$ cat src/rtl/uhtx_regs.svh
`ifndef UHTX_REGS_SVH
`define UHTX_REGS_SVH

// Register bus address width
`define UHTX_ADDR_W 10

// Control-high register offsets, one per transmit endpoint
`define UHTX_OFS_EP1 10'h113
`define UHTX_OFS_EP2 10'h123
`define UHTX_OFS_EP3 10'h133
`define UHTX_OFS_STEP 10'h010

// Reset value of the whole register
`define UHTX_RESET 8'h00

// Field positions
`define UHTX_BIT_AUTO 7
`define UHTX_BIT_RSVD 6
`define UHTX_BIT_DIR 5
`define UHTX_BIT_DMA_REQUEST_ENABLE 4
`define UHTX_BIT_FORCE 3
`define UHTX_BIT_DMA_REQUEST_MODE 2
`define UHTX_BIT_TOGGLE_WRITE_ENABLE 1
`define UHTX_BIT_DT 0

// Endpoint count and max packet size field width
`define UHTX_NUM_EP 3
`define UHTX_MPS_W 11

`endif

$ cat src/rtl/uhtx_pkg.sv
package uhtx_pkg;

    // One register byte
    typedef logic [7:0] uhtx_byte_t;

    // When a DMA-driven endpoint raises its interrupt
    typedef enum logic {
        UHTX_IRQ_PER_PKT,
        UHTX_IRQ_PER_XFER
    } uhtx_dma_mode_t;

endpackage

$ cat src/rtl/uhtx_fill.sv
`timescale 1ns/1ps

// Counts bytes loaded into one endpoint FIFO and flags a max-size packet
module uhtx_fill #(
    parameter int MPS_W = 11
) (
    input wire logic clk_sys,
    input wire logic rst,
    input wire logic load,
    input wire logic clear,
    input wire logic [MPS_W-1:0] max_size,
    output logic full
);
    logic [MPS_W-1:0] count_q;

    initial begin
        if (MPS_W < 1 || MPS_W > 16) begin
            $error("uhtx_fill: MPS_W out of range");
        end
    end

    // Full only for a non-zero size; a zero size never auto-completes
    assign full = (max_size != '0) && (count_q == max_size);

    // Saturates at a non-zero max size so a missed auto set does not wrap
    always_ff @(posedge clk_sys or posedge rst) begin
        if (rst) begin
            count_q <= '0;
        end else if (clear) begin
            count_q <= '0;
        end else if (load && !full) begin
            count_q <= count_q + 1'b1;
        end
    end

endmodule

$ cat src/rtl/uhtx_ctrl.sv
// Strobed register access is this design's own decision.
`timescale 1ns/1ps
`include "uhtx_regs.svh"

// Overview of operation
// Auto set raises packet ready once a max-size packet sits in the FIFO.
// Bit 6 is reserved, read-only, reads zero.
// Direction bit: 0 selects receive, 1 selects transmit.
// Direction bit acts only on a shared FIFO endpoint.
// DMA enable bit gates every DMA request of the endpoint.
// Software also programs the DMA channel select when enabling DMA.
// Writing force toggle flips the toggle and flushes the current packet.
// DMA mode 0 interrupts per packet, 1 per whole transfer.
// Software clears DMA mode only after clearing DMA enable.
// Toggle write enable gates writes to the data toggle.
// Toggle write enable self-clears once a toggle value is written.
// Bit 0 reads the current data toggle.
// With write enable low, written toggle values are ignored.
// Software changes the toggle directly only when resetting the endpoint.
// Endpoint 1 register sits at 0x113 and resets to 0x00.
// Software sets packet ready; hardware clears it once the packet is sent.
// Same 8-bit layout repeats for endpoints 2 and 3 at 0x123, 0x133.
// Each acknowledged transmitted packet flips the data toggle.
module uhtx_ctrl #(
    parameter int NUM_EP = `UHTX_NUM_EP,
    parameter int MPS_W = `UHTX_MPS_W
) (
    input wire logic clk_sys,
    input wire logic rst,
    input wire logic [`UHTX_ADDR_W-1:0] reg_addr,
    input wire uhtx_pkg::uhtx_byte_t reg_wdata,
    input wire logic reg_wr,
    input wire logic reg_rd,
    output uhtx_pkg::uhtx_byte_t reg_rdata,
    input wire logic [NUM_EP-1:0] fifo_shared,
    input wire logic [NUM_EP-1:0][MPS_W-1:0] tx_max_packet_size,
    input wire logic [NUM_EP-1:0] fifo_load,
    input wire logic [NUM_EP-1:0] sw_set_ready,
    input wire logic [NUM_EP-1:0] pkt_sent,
    input wire logic [NUM_EP-1:0] pkt_acked,
    input wire logic [NUM_EP-1:0] dma_pkt_done,
    input wire logic [NUM_EP-1:0] dma_xfer_done,
    output logic [NUM_EP-1:0] packet_ready_flag,
    output logic [NUM_EP-1:0] ep_dir_tx,
    output logic [NUM_EP-1:0] dma_req,
    output logic [NUM_EP-1:0] dma_irq,
    output logic [NUM_EP-1:0] fifo_flush,
    output logic [NUM_EP-1:0] data_toggle_state
);
    import uhtx_pkg::*;

    // Per-endpoint register fields
    logic [NUM_EP-1:0] auto_q;
    logic [NUM_EP-1:0] dir_q;
    logic [NUM_EP-1:0] dma_request_enable_q;
    uhtx_dma_mode_t dma_request_mode_q [NUM_EP];
    logic [NUM_EP-1:0] toggle_write_enable_q;
    logic [NUM_EP-1:0] dt_q;
    logic [NUM_EP-1:0] rdy_q;
    logic [NUM_EP-1:0] flush_q;
    logic [NUM_EP-1:0] irq_q;

    // Decode and event terms
    logic [NUM_EP-1:0] hit;
    logic [NUM_EP-1:0] wr_hit;
    logic [NUM_EP-1:0] force_wr;
    logic [NUM_EP-1:0] dt_wr;
    logic [NUM_EP-1:0] acked_sent;
    logic [NUM_EP-1:0] fill_full;
    logic [NUM_EP-1:0] auto_set;
    logic [NUM_EP-1:0] set_rdy;
    uhtx_byte_t view [NUM_EP];
    uhtx_byte_t rdata_d;
    uhtx_byte_t rdata_q;

    // Only three register slots exist in the map
    initial begin
        if (NUM_EP < 1 || NUM_EP > 3) begin
            $error("uhtx_ctrl: NUM_EP must be 1 to 3");
        end
        if (MPS_W < 1 || MPS_W > 16) begin
            $error("uhtx_ctrl: MPS_W out of range");
        end
    end

    genvar i;
    generate
        for (i = 0; i < NUM_EP; i++) begin : g_ep
            // Slots are spaced one step apart from endpoint 1
            assign hit[i] = (reg_addr ==
                `UHTX_OFS_EP1 + 10'(i) * `UHTX_OFS_STEP);
            assign wr_hit[i] = reg_wr && hit[i];
            assign force_wr[i] = wr_hit[i] && reg_wdata[`UHTX_BIT_FORCE];
            // Toggle write takes effect only with the stored enable set
            assign dt_wr[i] = wr_hit[i] && toggle_write_enable_q[i];
            assign acked_sent[i] = pkt_sent[i] && pkt_acked[i];
            assign auto_set[i] = auto_q[i] && fill_full[i];
            assign set_rdy[i] = sw_set_ready[i] || auto_set[i];

            // Byte counter feeding the auto set
            uhtx_fill #(
                .MPS_W(MPS_W)
            ) u_fill (
                .clk_sys(clk_sys),
                .rst(rst),
                .load(fifo_load[i]),
                .clear(set_rdy[i] || force_wr[i]),
                .max_size(tx_max_packet_size[i]),
                .full(fill_full[i])
            );

            // Plain read/write control fields
            always_ff @(posedge clk_sys or posedge rst) begin
                if (rst) begin
                    auto_q[i] <= 1'b0;
                    dir_q[i] <= 1'b0;
                    dma_request_enable_q[i] <= 1'b0;
                    dma_request_mode_q[i] <= UHTX_IRQ_PER_PKT;
                end else if (wr_hit[i]) begin
                    auto_q[i] <= reg_wdata[`UHTX_BIT_AUTO];
                    dir_q[i] <= reg_wdata[`UHTX_BIT_DIR];
                    dma_request_enable_q[i] <= reg_wdata[`UHTX_BIT_DMA_REQUEST_ENABLE];
                    dma_request_mode_q[i] <= uhtx_dma_mode_t'(reg_wdata[`UHTX_BIT_DMA_REQUEST_MODE]);
                end
            end

            // Write enable drops after the toggle write it unlocked
            always_ff @(posedge clk_sys or posedge rst) begin
                if (rst) begin
                    toggle_write_enable_q[i] <= 1'b0;
                end else if (dt_wr[i]) begin
                    toggle_write_enable_q[i] <= 1'b0;
                end else if (wr_hit[i]) begin
                    toggle_write_enable_q[i] <= reg_wdata[`UHTX_BIT_TOGGLE_WRITE_ENABLE];
                end
            end

            // Software load wins; otherwise force and ACK flips combine
            always_ff @(posedge clk_sys or posedge rst) begin
                if (rst) begin
                    dt_q[i] <= 1'b0;
                end else if (dt_wr[i]) begin
                    dt_q[i] <= reg_wdata[`UHTX_BIT_DT];
                end else begin
                    dt_q[i] <= dt_q[i] ^ force_wr[i] ^ acked_sent[i];
                end
            end

            // Set wins over clear so a set in a send cycle is kept
            always_ff @(posedge clk_sys or posedge rst) begin
                if (rst) begin
                    rdy_q[i] <= 1'b0;
                end else if (set_rdy[i]) begin
                    rdy_q[i] <= 1'b1;
                end else if (pkt_sent[i] || force_wr[i]) begin
                    rdy_q[i] <= 1'b0;
                end
            end

            // Flush pulse to the FIFO and mode-selected DMA interrupt
            always_ff @(posedge clk_sys or posedge rst) begin
                if (rst) begin
                    flush_q[i] <= 1'b0;
                    irq_q[i] <= 1'b0;
                end else begin
                    flush_q[i] <= force_wr[i];
                    if (!dma_request_enable_q[i]) begin
                        irq_q[i] <= 1'b0;
                    end else if (dma_request_mode_q[i] == UHTX_IRQ_PER_XFER) begin
                        irq_q[i] <= dma_xfer_done[i];
                    end else begin
                        irq_q[i] <= dma_pkt_done[i];
                    end
                end
            end

            // Register image; force bit is write-only and reads zero
            always_comb begin
                view[i] = `UHTX_RESET;
                view[i][`UHTX_BIT_AUTO] = auto_q[i];
                view[i][`UHTX_BIT_RSVD] = 1'b0;
                view[i][`UHTX_BIT_DIR] = dir_q[i];
                view[i][`UHTX_BIT_DMA_REQUEST_ENABLE] = dma_request_enable_q[i];
                view[i][`UHTX_BIT_DMA_REQUEST_MODE] = dma_request_mode_q[i];
                view[i][`UHTX_BIT_TOGGLE_WRITE_ENABLE] = toggle_write_enable_q[i];
                view[i][`UHTX_BIT_DT] = dt_q[i];
            end

            // A dedicated TX endpoint ignores the direction bit
            assign ep_dir_tx[i] = fifo_shared[i] ? dir_q[i] : 1'b1;
            // Ask for data only while enabled, facing TX and not yet ready
            assign dma_req[i] = dma_request_enable_q[i] && ep_dir_tx[i] && !rdy_q[i];

        end
    endgenerate

    // Read mux; unmapped addresses answer zero
    always_comb begin
        rdata_d = `UHTX_RESET;
        for (int k = 0; k < NUM_EP; k++) begin
            if (hit[k]) begin
                rdata_d = view[k];
            end
        end
    end

    // Read data stands only in the cycle after the strobe
    always_ff @(posedge clk_sys or posedge rst) begin
        if (rst) begin
            rdata_q <= `UHTX_RESET;
        end else if (reg_rd) begin
            rdata_q <= rdata_d;
        end else begin
            rdata_q <= `UHTX_RESET;
        end
    end

    assign reg_rdata = rdata_q;
    assign packet_ready_flag = rdy_q;
    assign fifo_flush = flush_q;
    assign dma_irq = irq_q;
    assign data_toggle_state = dt_q;
endmodule

$ cat config.mk
export PLATFORM = sky130hd
export DESIGN_NAME = uhtx_ctrl
export DESIGN_NICKNAME = d
export VERILOG_FILES = /design/src/rtl/uhtx_pkg.sv /design/src/rtl/uhtx_fill.sv /design/src/rtl/uhtx_ctrl.sv
export VERILOG_INCLUDE_DIRS = /design/src /design/src/rtl
export SDC_FILE = /design/constraint.sdc
export NUM_CORES = 1
export LEC_CHECK = 0
export BUFFER_PORTS_ARGS = -buffer_cell sky130_fd_sc_hd__clkbuf_2
export CORE_MARGIN = 3
export CORE_UTILIZATION = 25
export DETAILED_ROUTE_END_ITERATION = 7
export GPL_TIMING_DRIVEN = 0
export PLACE_DENSITY = 0.44
export SKIP_LAST_GASP = 1
export SYNTH_ARGS = -nofsm -noshare
export SYNTH_HDL_FRONTEND = slang
export SYNTH_SLANG_ARGS = --single-unit
$ cat constraint.sdc
create_clock -name clk_sys -period 2.47 [get_ports clk_sys]
set_input_delay 0.494 -clock clk_sys [delete_from_list [all_inputs] [get_ports clk_sys]]
set_output_delay 0.494 -clock clk_sys [all_outputs]
set_load 0.05 [all_outputs]
==> summary.json <==
{
  "synthesis": {
    "post_synth_and_or_nand_nor_area_fraction": 0.2586,
    "yosys.cell_types.count": 49,
    "ys_async_sr_fraction": 1.000,
    "netlist_area_sq_mm": 0.003996,
    "synthDominantAreaCellType": "dfrtp_1",
    "yosys_warnings": 0,
    "avgSynthCellArea_sq_um": 9.747,
    "number_of_instances_in_the_synthesized_netlist": 410,
    "synth_adder_area_share": 0.009393,
    "synth_flop_cell": "dfrtp_1",
    "number_of_flops_mapped_to_enable_cells_by_yosys": 0,
    "seq_area_frac_synth": 0.4133,
    "synth-compound-area-share": 0.1544,
    "synth_top_cells_by_area": "dfrtp_1 (41%), xnor2_1 (8.1%), nand2_1 (3.8%)",
    "main_combinational_cell_family_by_area_after_synthesis": "simple AND/OR/NAND/NOR gates",
    "synth.ff_latch_count": 66,
    "synth_top_cell_area_share": 0.4133,
    "muxShareOfSynthArea": 0.04634,
    "synth_xor_xnor_area_share": 0.08109
  },
  "place": {
    "routability_congestion_estimate": 0.8486,
    "dpl_cell_area_sq_mm": 0.004772,
    "port_buffers": 97,
    "dp_hpwl_um": 8348
  },
  "global_routing": {
    "grt_max_degree": 39,
    "grt_pass1_vias": 3528,
    "first_pass_grt_wire_length_um": 18310,
    "initial_antenna_violation_count": 0,
    "grt_overflow_total": 0,
    "globalRouteTotalUtil": 0.1293
  },
  "sta": {
    "rsz0062_at_grt": "false",
    "fin_skew_ns": 0.009221,
    "finalMaxSlewViolations": 0,
    "slew-limit-headroom": 0.5901,
    "period_share": 0.9292,
    "final-setup-viol-count": 0,
    "tightestPinTransition_ns": 0.6103,
    "final_period_minus_worst_setup_slack_ns": 2.295,
    "clock.fmax_mhz": 435.7,
    "holdWs_ns": 0.1439,
    "timing.final.hold_violations": 0
  },
  "floorplanning": {
    "floorplan.die.width_um": 132.4,
    "io-pin-count": 102,
    "die_height_um": 132.4,
    "floorplan.core_area_sq_mm": 0.01543,
    "placementRows": 45,
    "initial_standard_cell_utilization_of_the_core": 0.2590,
    "design.die.area_sq_mm": 0.01754
  },
  "detailed_routing": {
    "vias_per_cell": 4.829,
    "met2WireLength_um": 5432,
    "routed_wl_um": 11170,
    "detailroute.wirelength.met3_um": 485,
    "dr.max_layer_used": "met4",
    "drt_iter0_drc": 214,
    "detail_route.wirelength.met1_um": 5087,
    "detailedRoute.firstPassIterationCount": 4,
    "postRouteAntennaNets": 0,
    "drt-wirelength-per-cell_um": 15.18,
    "remaining_drc_errors": 0,
    "dr_total_vias": 3554
  },
  "power": {
    "p_sw_frac": 0.2861,
    "power.sequential.fraction": 0.402,
    "internal-power_mw": 2.072,
    "fin_total_pwr_mw": 2.903,
    "power.leakage_nw": 2.308,
    "proportion_of_power_drawn_by_combinational_gates": 0.156,
    "power_per_cell_area_mw_per_mm2": 570.9,
    "power.net_switching_uw": 830.5,
    "worst_ir_drop_vdd_mv": 0.2974,
    "power.clock.fraction": 0.442
  },
  "critical_path": {
    "start_kind": "flip-flop",
    "worstSetupEndpointType": "flip-flop",
    "critical_path_required_ns": 2.69,
    "worstPathArrival_ns": 2.52,
    "critPathMaxFanout": 10,
    "critical_path_class": "flip-flop to flip-flop"
  },
  "cells_and_area": {
    "final_layout_size_suffix_gt1_frac": 0.2971,
    "final.fill_count": 1663,
    "design_area_sq_mm": 0.005085,
    "areaGrowthSynthToFinish_pct": 27.24,
    "num_antenna_cells": 0,
    "final_net_count": 599
  },
  "flow_run": {
    "cap_violations": 0
  },
  "clock_network": {
    "cts_tree": "built",
    "cts_root_buf": "clkbuf_16",
    "cts-root-to-sink-buffers": 2,
    "clock-sinks": 66,
    "cts-htree-levels": 3,
    "latest_clock_arrival_within_the_worst_skew_pair_ns": 0.34,
    "path_clk_slew_ns": 0.06,
    "cts_made_buffers": 9
  },
  "min_path": {
    "hold_class": "primary input to asynchronous set/reset pin"
  },
  "run_status": {
    "result_of_the_run": "finished, final reports clean"
  }
}
-- timing repair --
item                       CTS  global route
hold buffers                 0             0
buffers inserted             0             0
setup endpoints to repair    0            22
resized for setup            0             4
-- synth_stat cells, drive strengths merged, types with 7 or more instances --
master and n:
a211oi 13, nand2b 11, xnor2 37, a21o 12, nor4 19, buf 12, dfrtp 66, a21oi 19
nand3 13, inv 8, o21ai 25, o31ai 7, or3 13, and3 8, mux2 12, nor3 17
a211o 12, nand2 41, nand4 15
-- path summary, 6_finish.rpt --
kind | cells after the start | slack, ns | endpoint | from
worst max-delay path | 7 | 0.17 | g_ep[0].u_fill.count_q[10]$_DFFE_PP0P_ | g_ep[0].u_fill.count_q[3]$_DFFE_PP0P_
worst min-delay path | 2 | 0.14 | g_ep[1].u_fill.count_q[1]$_DFFE_PP0P_ | rst
worst max register to register | 7 | 0.17 | g_ep[0].u_fill.count_q[10]$_DFFE_PP0P_ | g_ep[0].u_fill.count_q[3]$_DFFE_PP0P_
worst min register to register | 1 | 0.51 | toggle_write_enable_q[1]$_DFFE_PP0P_ | toggle_write_enable_q[1]$_DFFE_PP0P_
max in group asynchronous | 3 | 1.78 | dma_request_enable_q[2]$_DFFE_PP0N_ | rst
min in group clk_sys | 3 | 0.38 | packet_ready_flag[2]$_DFFE_PP0P_ | sw_set_ready[2]
-- placed cells by master (no fill, tap or decap), types with 4 or more instances in the layout --
cell type,netlist,routed
nor4_1,15,14
mux2i_1,5,5
nand2_1,40,40
a21o_1,12,12
nor3_1,15,15
nand2b_1,11,11
or3_1,13,13
nand3_1,12,12
clkbuf_16,0,9
buf_4,4,4
a21oi_1,19,19
a211o_1,12,12
or4_1,6,6
buf_2,4,4
a211oi_1,13,13
nand4_1,15,15
xnor2_1,37,37
o21ai_0,25,25
o31ai_1,6,6
clkbuf_2,0,98
and3_1,8,8
inv_1,8,7
dfrtp_1,66,66
buf_6,4,4
clkbuf_1,5,5
mux2_2,12,12
or2_2,5,5
-- state kept, by name (all words and copies together) (netlist names) --
| signal | cells |
|---|---|
| dma_irq | 3 |
| dir_q | 3 |
| reg_rdata | 6 |
| dma_request_mode_q | 3 |
| toggle_write_enable_q | 3 |
| fifo_flush | 3 |
| auto_q | 3 |
| data_toggle_state | 3 |
| g_ep.u_fill.count_q | 33 |
| dma_request_enable_q | 3 |
| packet_ready_flag | 3 |
-- metrics by stage --
step	setup WS, ns	setup TNS, ns	utilization	instances
after floorplan	0.2372	0	-	411
final	0.1748	0	0.3296	736
after CTS	0.03932	0	0.3285	736
after detailed placement	-0.1204	-1.275	0.3093	720
after global placement	-0.7818	-51.88	0.3079	719
after global routing	0.06013	0	0.3296	736
-- area by class of cell --
type	instances	area [sq um]	area share
Clock buffer	10	229.0	0.04503
Buffer	17	115.1	0.02264
Clock inverter	6	67.56	0.01329
Multi-Input combinational cell	320	2220	0.4365
Sequential cell	66	1652	0.3248
Timing Repair Buffer	98	505.5	0.09941
Inverter	8	32.53	0.006398
Tap cell	211	264.0	0.05192
-- power groups by stage --
stage | registers (mW) | clock network, mW | logic, mW
2_1_floorplan | 1.27 | 0 | 0.207
3_3_place_gp | 1.19 | 0 | 0.447
3_5_place_dp | 1.19 | 0 | 0.456
4_1_cts | 1.17 | 1.33 | 0.458
5_1_grt | 1.17 | 1.37 | 0.493
6_report | 1.17 | 1.28 | 0.453
-- cell families (layout without fill, tap and decap cells) --
group,count (synthesis),after routing
simple gates,169,169
compound gates,92,92
flops,66,66
xor+xnor,37,37
buf+inv,25,139
mux,17,17
fa+ha+maj,3,3
other cells,1,2
-- worst max-delay path: stages (launching register included) --
cell and delay [ns]:
dfrtp_1 0.32, clkbuf_1 0.30, xnor2_1 0.16, nand4_1 0.19
nor4_4 0.45, clkbuf_1 0.46, a211oi_1 0.11, a21o_1 0.18
-- layer usage --
| metal | global-route usage | up-vias |
|---|---|---|
| met5 | 0 | - |
| met4 | 0.04215 | 0 |
| met2 | 0.2155 | 84 |
| li1 | - | 1761 |
| met3 | 0.03194 | 12 |
| met1 | 0.1648 | 1697 |
Power figures use the tool's default switching activity.
